### src/core/vpiu_regs.vh
// Register offsets, field positions, vectors and reset values of the vectored interrupt unit
`ifndef VPIU_REGS_VH
`define VPIU_REGS_VH

// ****************************************
// Register byte offsets
// ****************************************
`define VPIU_OFF_MASK    12'h000
`define VPIU_OFF_PRIO_LO 12'h004
`define VPIU_OFF_PRIO_HI 12'h008
`define VPIU_OFF_CTRL    12'h00C
`define VPIU_OFF_SPLIM   12'h010
`define VPIU_OFF_STATUS  12'h014
`define VPIU_OFF_WAKE_EN 12'h018

// ****************************************
// Control and status fields
// ****************************************
`define VPIU_CTRL_STK_EN 0
`define VPIU_CTRL_SWRST  1
`define VPIU_CTRL_DONE   2
`define VPIU_ST_ACTV_VLD 8

// ****************************************
// Vector addresses
// ****************************************
`define VPIU_VEC_BUS_ERR 32'h00000008
`define VPIU_VEC_TICK    32'h0000000E
`define VPIU_VEC_ALIGN   32'h00000014
`define VPIU_VEC_ILLEGAL 32'h0000001A
`define VPIU_VEC_HW_IRQ  32'h00000020
`define VPIU_VEC_SYSCALL 32'h00000026
`define VPIU_VEC_TRAP    32'h0000002C
`define VPIU_VEC_RESET   32'h00000038
`define VPIU_VEC_STK_OVF 32'h0000003E

// ****************************************
// Sources, sizes and reset values
// ****************************************
`define VPIU_NSRC        16
`define VPIU_LVL_W       4
`define VPIU_DIO_SRC     16'h00FF
`define VPIU_SIZE_HALF   2'h1
`define VPIU_SIZE_WORD   2'h2
`define VPIU_RST_MASK    16'h0000
`define VPIU_RST_PRIO    32'h00000000
`define VPIU_RST_SPLIM   32'h00000000
`define VPIU_RST_WAKE_EN 16'h0000

`endif

### src/core/vpiu_prio_sel.v
// Highest-level pending source selector for the priority interrupt controller
`timescale 1ns/1ps
module vpiu_prio_sel (
  input  wire [15:0] pend,
  input  wire [63:0] prio,
  output reg  [3:0]  best_lvl,
  output reg  [3:0]  best_idx
);

  wire [3:0] eff_lvl [0:15];
  integer    i;

  // Level 0 or no request gives an effective level of zero
  genvar g;
  generate
    for (g = 0; g < 16; g = g + 1) begin : g_src
      assign eff_lvl[g] = pend[g] ? prio[g*4 +: 4] : 4'h0;
    end
  endgenerate

  // Strict compare in ascending order: lowest index wins a tie
  always @* begin
    best_lvl = 4'h0;
    best_idx = 4'h0;
    for (i = 0; i < 16; i = i + 1) begin
      if (eff_lvl[i] > best_lvl) begin
        best_lvl = eff_lvl[i];
        best_idx = i[3:0];
      end
    end
  end

endmodule

### src/core/vpiu_top.v
// Vectored exception and priority interrupt unit with APB register access
//
// Our own choices: register access over APB and the register offsets.
`timescale 1ns/1ps
`include "vpiu_regs.vh"
module vpiu_top (
  input  wire        pclk,
  input  wire        presetn,
  input  wire        psel,
  input  wire        penable,
  input  wire        pwrite,
  input  wire [11:0] paddr,
  input  wire [31:0] pwdata,
  output wire        pready,
  output reg  [31:0] prdata,
  output reg         pslverr,
  input  wire        bus_valid,
  input  wire        bus_write,
  input  wire [1:0]  bus_size,
  input  wire [31:0] bus_addr,
  input  wire        addr_exists,
  input  wire        addr_populated,
  input  wire        addr_is_rom,
  input  wire        fetch_valid,
  input  wire        fetch_unknown,
  input  wire        syscall_exec,
  input  wire        trap_exec,
  input  wire        debug_trap,
  input  wire        tick_irq,
  input  wire        sp_write,
  input  wire [31:0] sp_value,
  input  wire [15:0] irq_src,
  input  wire        sleep_mode,
  input  wire        supervisor_exit,
  output reg         redirect,
  output reg  [31:0] redirect_pc,
  output reg         supervisor,
  output wire        ext_irq,
  output reg         wake_req
);

  // ****************************************
  // Registers and state
  // ****************************************
  reg  [15:0] irq_mask;
  reg  [31:0] prio_lo;
  reg  [31:0] prio_hi;
  reg         stk_en;
  reg  [31:0] sp_limit;
  reg  [15:0] wake_en;
  reg  [15:0] active_lvls;
  reg  [3:0]  last_src;
  reg         rst_pend;
  reg         acc_q;
  reg  [3:0]  cur_lvl;
  reg  [31:0] next_pc;
  reg         next_take;
  reg         take_irq;
  reg         sel_hit;
  reg  [31:0] sel_data;
  wire [3:0]  best_lvl;
  wire [3:0]  best_idx;
  wire [15:0] pend;
  wire        wr_en;
  wire        rd_en;
  wire        bus_err;
  wire        misalign;
  wire        illegal;
  wire        stk_ovf;
  wire        trap_ev;
  wire        done_wr;
  wire        swrst_wr;
  integer     k;
  integer     j;

  // ****************************************
  // APB slave
  // ****************************************
  // One wait state so read data leaves a flip-flop
  assign pready   = psel & penable & acc_q;
  assign wr_en    = pready & pwrite;
  assign rd_en    = psel & penable & ~acc_q & ~pwrite;
  assign done_wr  = wr_en & (paddr == `VPIU_OFF_CTRL) & pwdata[`VPIU_CTRL_DONE];
  assign swrst_wr = wr_en & (paddr == `VPIU_OFF_CTRL) & pwdata[`VPIU_CTRL_SWRST];

  always @* begin
    sel_hit  = 1'b1;
    sel_data = 32'h00000000;
    case (paddr)
      `VPIU_OFF_MASK:    sel_data = {16'h0000, irq_mask};
      `VPIU_OFF_PRIO_LO: sel_data = prio_lo;
      `VPIU_OFF_PRIO_HI: sel_data = prio_hi;
      `VPIU_OFF_CTRL:    sel_data = {31'h00000000, stk_en};
      `VPIU_OFF_SPLIM:   sel_data = sp_limit;
      `VPIU_OFF_STATUS:  sel_data = {16'h0000, 7'h00, |active_lvls, best_idx, cur_lvl};
      `VPIU_OFF_WAKE_EN: sel_data = {16'h0000, wake_en};
      default:           sel_hit  = 1'b0;
    endcase
  end

  always @(posedge pclk or negedge presetn) begin
    if (!presetn) begin
      acc_q   <= 1'b0;
      prdata  <= 32'h00000000;
      pslverr <= 1'b0;
    end else begin
      acc_q <= psel & penable & ~acc_q;
      if (psel & penable & ~acc_q) begin
        pslverr <= ~sel_hit;
        prdata  <= rd_en ? sel_data : 32'h00000000;
      end
    end
  end

  always @(posedge pclk or negedge presetn) begin
    if (!presetn) begin
      irq_mask <= `VPIU_RST_MASK;
      prio_lo  <= `VPIU_RST_PRIO;
      prio_hi  <= `VPIU_RST_PRIO;
      stk_en   <= 1'b0;
      sp_limit <= `VPIU_RST_SPLIM;
      wake_en  <= `VPIU_RST_WAKE_EN;
    end else if (wr_en) begin
      case (paddr)
        `VPIU_OFF_MASK:    irq_mask <= pwdata[15:0];
        `VPIU_OFF_PRIO_LO: prio_lo  <= pwdata;
        `VPIU_OFF_PRIO_HI: prio_hi  <= pwdata;
        `VPIU_OFF_CTRL:    stk_en   <= pwdata[`VPIU_CTRL_STK_EN];
        `VPIU_OFF_SPLIM:   sp_limit <= pwdata;
        `VPIU_OFF_WAKE_EN: wake_en  <= pwdata[15:0];
        default:           stk_en   <= stk_en;
      endcase
    end
  end

  // ****************************************
  // Priority interrupt controller
  // ****************************************
  assign pend = irq_src & irq_mask;

  vpiu_prio_sel u_sel (
    .pend     (pend),
    .prio     ({prio_hi, prio_lo}),
    .best_lvl (best_lvl),
    .best_idx (best_idx)
  );

  // Nested levels rise strictly, so a bitmap of active levels is a full stack
  always @* begin
    cur_lvl = 4'h0;
    for (k = 1; k < 16; k = k + 1) begin
      if (active_lvls[k]) begin
        cur_lvl = k[3:0];
      end
    end
  end

  // Controller is powered down in sleep and raises nothing then
  assign ext_irq = ~sleep_mode & (best_lvl > cur_lvl);

  // ****************************************
  // Exception detection
  // ****************************************
  assign bus_err  = bus_valid & (~addr_exists | ~addr_populated | (bus_write & addr_is_rom));
  assign misalign = bus_valid & (((bus_size == `VPIU_SIZE_HALF) & bus_addr[0]) |
                                 ((bus_size == `VPIU_SIZE_WORD) & (bus_addr[1:0] != 2'h0)));
  assign illegal  = fetch_valid & fetch_unknown;
  assign stk_ovf  = stk_en & sp_write & (sp_value <= sp_limit);
  assign trap_ev  = trap_exec | debug_trap;

  // Fixed arbitration: reset first, hardware interrupt last
  always @* begin
    next_take = 1'b1;
    take_irq  = 1'b0;
    next_pc   = `VPIU_VEC_RESET;
    if (rst_pend) begin
      next_pc = `VPIU_VEC_RESET;
    end else if (bus_err) begin
      next_pc = `VPIU_VEC_BUS_ERR;
    end else if (misalign) begin
      next_pc = `VPIU_VEC_ALIGN;
    end else if (illegal) begin
      next_pc = `VPIU_VEC_ILLEGAL;
    end else if (stk_ovf) begin
      next_pc = `VPIU_VEC_STK_OVF;
    end else if (trap_ev) begin
      next_pc = `VPIU_VEC_TRAP;
    end else if (syscall_exec) begin
      next_pc = `VPIU_VEC_SYSCALL;
    end else if (tick_irq) begin
      next_pc = `VPIU_VEC_TICK;
    end else if (ext_irq) begin
      next_pc  = `VPIU_VEC_HW_IRQ;
      take_irq = 1'b1;
    end else begin
      next_take = 1'b0;
    end
  end

  // ****************************************
  // Redirect, mode and nesting state
  // ****************************************
  always @(posedge pclk or negedge presetn) begin
    if (!presetn) begin
      rst_pend    <= 1'b1;
      redirect    <= 1'b0;
      redirect_pc <= 32'h00000000;
      supervisor  <= 1'b1;
      active_lvls <= 16'h0000;
      last_src    <= 4'h0;
    end else begin
      redirect <= next_take;
      if (next_take) begin
        redirect_pc <= next_pc;
      end
      // Entry wins over a simultaneous exit request
      if (next_take) begin
        supervisor <= 1'b1;
      end else if (supervisor_exit) begin
        supervisor <= 1'b0;
      end
      if (swrst_wr) begin
        rst_pend <= 1'b1;
      end else if (rst_pend) begin
        rst_pend <= 1'b0;
      end
      if (rst_pend) begin
        active_lvls <= 16'h0000;
      end else begin
        // A new higher level wins: a done write in the same cycle leaves the current level active
        // Separate loop index keeps this process from sharing a variable with the level decoder
        for (j = 1; j < 16; j = j + 1) begin
          if (take_irq && best_lvl == j[3:0]) begin
            active_lvls[j] <= 1'b1;
          end else if (done_wr && !take_irq && cur_lvl == j[3:0]) begin
            active_lvls[j] <= 1'b0;
          end
        end
      end
      if (take_irq) begin
        last_src <= best_idx;
      end
    end
  end

  // ****************************************
  // Sleep wake-up
  // ****************************************
  // Pin sources always wake; others only when their wake enable is set
  always @(posedge pclk or negedge presetn) begin
    if (!presetn) begin
      wake_req <= 1'b0;
    end else begin
      wake_req <= sleep_mode & |(irq_src & (`VPIU_DIO_SRC | wake_en));
    end
  end

endmodule

### config.mk
export PLATFORM = sky130hd
export DESIGN_NAME = vpiu_top
export DESIGN_NICKNAME = d
export VERILOG_FILES = /design/src/core/vpiu_prio_sel.v /design/src/core/vpiu_top.v
export VERILOG_INCLUDE_DIRS = /design/src /design/src/core
export SDC_FILE = /design/constraint.sdc
export NUM_CORES = 1
export LEC_CHECK = 0
export ABC_AREA = 1
export CORE_UTILIZATION = 45
export DETAILED_ROUTE_END_ITERATION = 10
export DONT_BUFFER_PORTS = 1
export GPL_ROUTABILITY_DRIVEN = 0
export SETUP_SLACK_MARGIN = 0.05
export SKIP_CTS_REPAIR_TIMING = 1
export SLEW_MARGIN = 5
export SYNTH_ARGS = -nofsm -noshare
export SYNTH_HDL_FRONTEND = slang
export SYNTH_HIERARCHICAL = 1
export SYNTH_SLANG_ARGS = --single-unit
export TNS_END_PERCENT = 20
### constraint.sdc
create_clock -name pclk -period 35.8 [get_ports pclk]
set_input_delay 0 -clock pclk [delete_from_list [all_inputs] [get_ports pclk]]
set_output_delay 0 -clock pclk [all_outputs]
set_load 0.02 [all_outputs]
==> summary.txt <==
Place
  – Dpl hpwl: 29.4 mm
  – Port bufs: 0
  – DP Cell Count: 2166
  – Setup WS pre-CTS: 18.10 ns

Layout
  – Final core utilization: 0.505
  – Inserted Diodes: 0
  – Post-layout net count: 2068
  – Number of fill cells: 2915
  – Area Growth Syn to Fin: 10.1%
  – Non-filler cells, final: 2250
  – Share of layout cells above drive strength 1: 0.100

Yosys
  – Top cells by area, synth: dfrtp_1 35%, nand2_1 17%, ha_1 6.7%
  – Ys Warns: 6
  – Leading area contributor after synthesis: dfrtp_1
  – Synth cell types: 51
  – Number of synthesized register bits: 187
  – Area of the mapped netlist: 13200 µm²
  – Share of the synthesized area in the top cell type: 0.352
  – Register area share after synthesis: 0.356
  – Post-synthesis cell count: 1826
  – Syn avg cell area: 7.21 µm²

Die
  – Die Width: 173 µm
  – Row Count: 62
  – Core area: 28700 µm²
  – DIE HEIGHT: 173 µm
  – Initial Util: 0.459
  – DIE AREA: 29900 µm²
  – IO Pins: 215

Setup path
  – Buf+Inv Stages, Crit Path: 13
  – Top delay family on crit path: simple AND/OR/NAND/NOR gates
  – Worst setup path class: reg2reg
  – CP endpoint kind: register
  – Worst setup SP type: register
  – CP max stage delay: 0.45 ns
  – Most frequent CP cell: nand2_1
  – Critical-path top delay cell: nor3_2
  – Crit path max fanout: 15
  – Worst path required time: 36.19 ns
  – WP data arrival: 18.23 ns

Global routing
  – Number of global-route vias before repair: 11000
  – Global route overflow: 0
  – Total Routing Usage GR: 0.260
  – Largest net degree at the start of global routing: 188
  – Initial antenna violation count: 0
  – First-pass GRT wire length: 60.8 mm

Routing
  – Vias per cell: 5.32
  – WL met1: 17.8 mm
  – Avg WL per Cell: 17.3 µm
  – DRT Pass-1 Iters: 5
  – DRT Wirelength: 38.8 mm
  – Met3 WL: 2.85 mm
  – Uppermost layer routed: met4
  – Post-detailed-route count of antenna-violating nets: 0
  – DRC viols: 0
  – Via count: 12000
  – Initial DRC count: 1057
  – Met2 routed WL: 17.0 mm

Timing
  – Final Hold Fails: 6
  – Slew @ Worst Pin: 1.23 ns
  – Fin crit period: 17.84 ns
  – F_max: 56.0 MHz
  – Slew HR: 0.176
  – Fin worst setup slack: 17.96 ns
  – Final setup fails: 0
  – Final clock period utilization by the worst path: 0.498
  – Slew Viols, Final: 0
  – Final clock skew: 0.00956 ns
  – Setup_tns: 0 ns
  – Min Hold Slack: -0.0473 ns
  – RSZ-0062 raised after global routing: no

Clock network
  – CTS tree: done
  – CTS root buf: clkbuf_16
  – TritonCTS sink count: 187
  – H-Tree Depth: 4
  – Clk pin slew, worst setup/hold paths: 0.08 ns
  – Clock insertion delay at the later pin of the skew report: 0.46 ns
  – CTS buffer count: 17
  – Clock Path Buffers: 2

Status
  – Failing checks: hold timing
  – Run status: finished with violations

Flow run
  – Max-Cap Viols: 0

Worst hold path
  – Hold Path Class: in2reg
[cells in the mapped netlist (all sizes together)]
cell       n
a21o       2
a21oi     49
a221oi     2
a22o       6
a311oi     2
a31oi      6
a32o      15
and2       2
buf       44
clkbuf    29
clkinv    11
conb       1
dfrtp    185
dfstp      2
ha        70
inv      248
nand2    650
nand3    140
nand3b     2
nand4     25
nor2      87
nor3       7
nor3b      1
nor4       5
o2111ai    8
o211ai     3
o21a       3
o21ai    190
o21bai    19
o221ai     1
o22a       1
o31ai      8
or2        1
xor2       1
[registers in the layout, summed over array words and instances (netlist names)]
name / cells
prdata: 32
prio_hi: 32
prio_lo: 32
sp_limit: 32
irq_mask: 16
wake_en: 16
active_lvls: 15
redirect_pc: 5
acc_q: 1
pslverr: 1
redirect: 1
rst_pend: 1
stk_en: 1
supervisor: 1
wake_req: 1
[final timing paths]
check / slack (ns) / to / from / depth (start not counted)
worst max-delay path: 17.96 / active_lvls[11]$_DFFE_PN0P_ / irq_mask[1]$_DFFE_PN0P_ / 134
worst min-delay path: -0.05 / redirect_pc[4]$_DFFE_PN0P_ / bus_valid / 5
worst max register to register: 17.96 / active_lvls[11]$_DFFE_PN0P_ / irq_mask[1]$_DFFE_PN0P_ / 134
worst min register to register: 0.49 / sp_limit[12]$_DFFE_PN0P_ / sp_limit[12]$_DFFE_PN0P_ / 2
max in group asynchronous: 34.73 / prio_hi[28]$_DFFE_PN0P_ / presetn / 2
min in group asynchronous: 0.22 / prdata[11]$_DFFE_PN0P_ / presetn / 2
[layout make-up]
type                    count  area (µm²)  area share
clock buffers              17         425      0.0294
inverters                 259         977      0.0675
well taps                 384         480      0.0332
clock inverters            15         175      0.0121
multi-input cells        1333        7180       0.496
repair buffers             55         561      0.0387
flip-flops and latches    187        4680       0.323
[worst min-delay path, delay by kind of cell]
kind	cells	cell delay (ns)
buf+inv	2	0.10
compound gates	3	0.26
[metrics by stage]
step | instance area [µm²] | hold slack, ns
3_5_place_dp | 13300 | -0.286
2_1_floorplan | 13300 | -0.296
4_1_cts | 13900 | -0.776
5_1_grt | 14500 | 0.0105
3_3_place_gp | 13300 | -0.287
6_report | 14500 | -0.0473
[routing by layer]
| metal | GRT usage | up-vias |
|---|---|---|
| met3 | 0.0497 | 56 |
| li1 | - | 5921 |
| met1 | 0.369 | 5599 |
| met2 | 0.397 | 392 |
| met5 | 0 | - |
| met4 | 0.0903 | 0 |
[cells in the final DEF (no fill, tap or decap), types with 48 or more instances in the layout]
cell           Yosys  layout
nand2_1          582     582
nand2_2           48      48
a21oi_1           49      49
nand3_1          119     119
nor2_1            61      61
o21ai_1           69      69
ha_1              70      70
dlygate4sd3_1      0      51
inv_1            231     231
dfrtp_1          185     185
o21ai_0          121     121
[cell families after synthesis]
kind of cell / count (synthesis) / share of synthesized area
compound gates: 315 / 0.141
xor+xnor: 1 / 0.000666
fa+ha+maj: 70 / 0.0666
buf+inv: 332 / 0.106
flops: 187 / 0.356
other cells: 1 / 0.000285
simple gates: 920 / 0.330
Power is left out: the tool's default activity adds up to more than one toggle a clock period on the data nets, which glitch-free logic cannot reach.
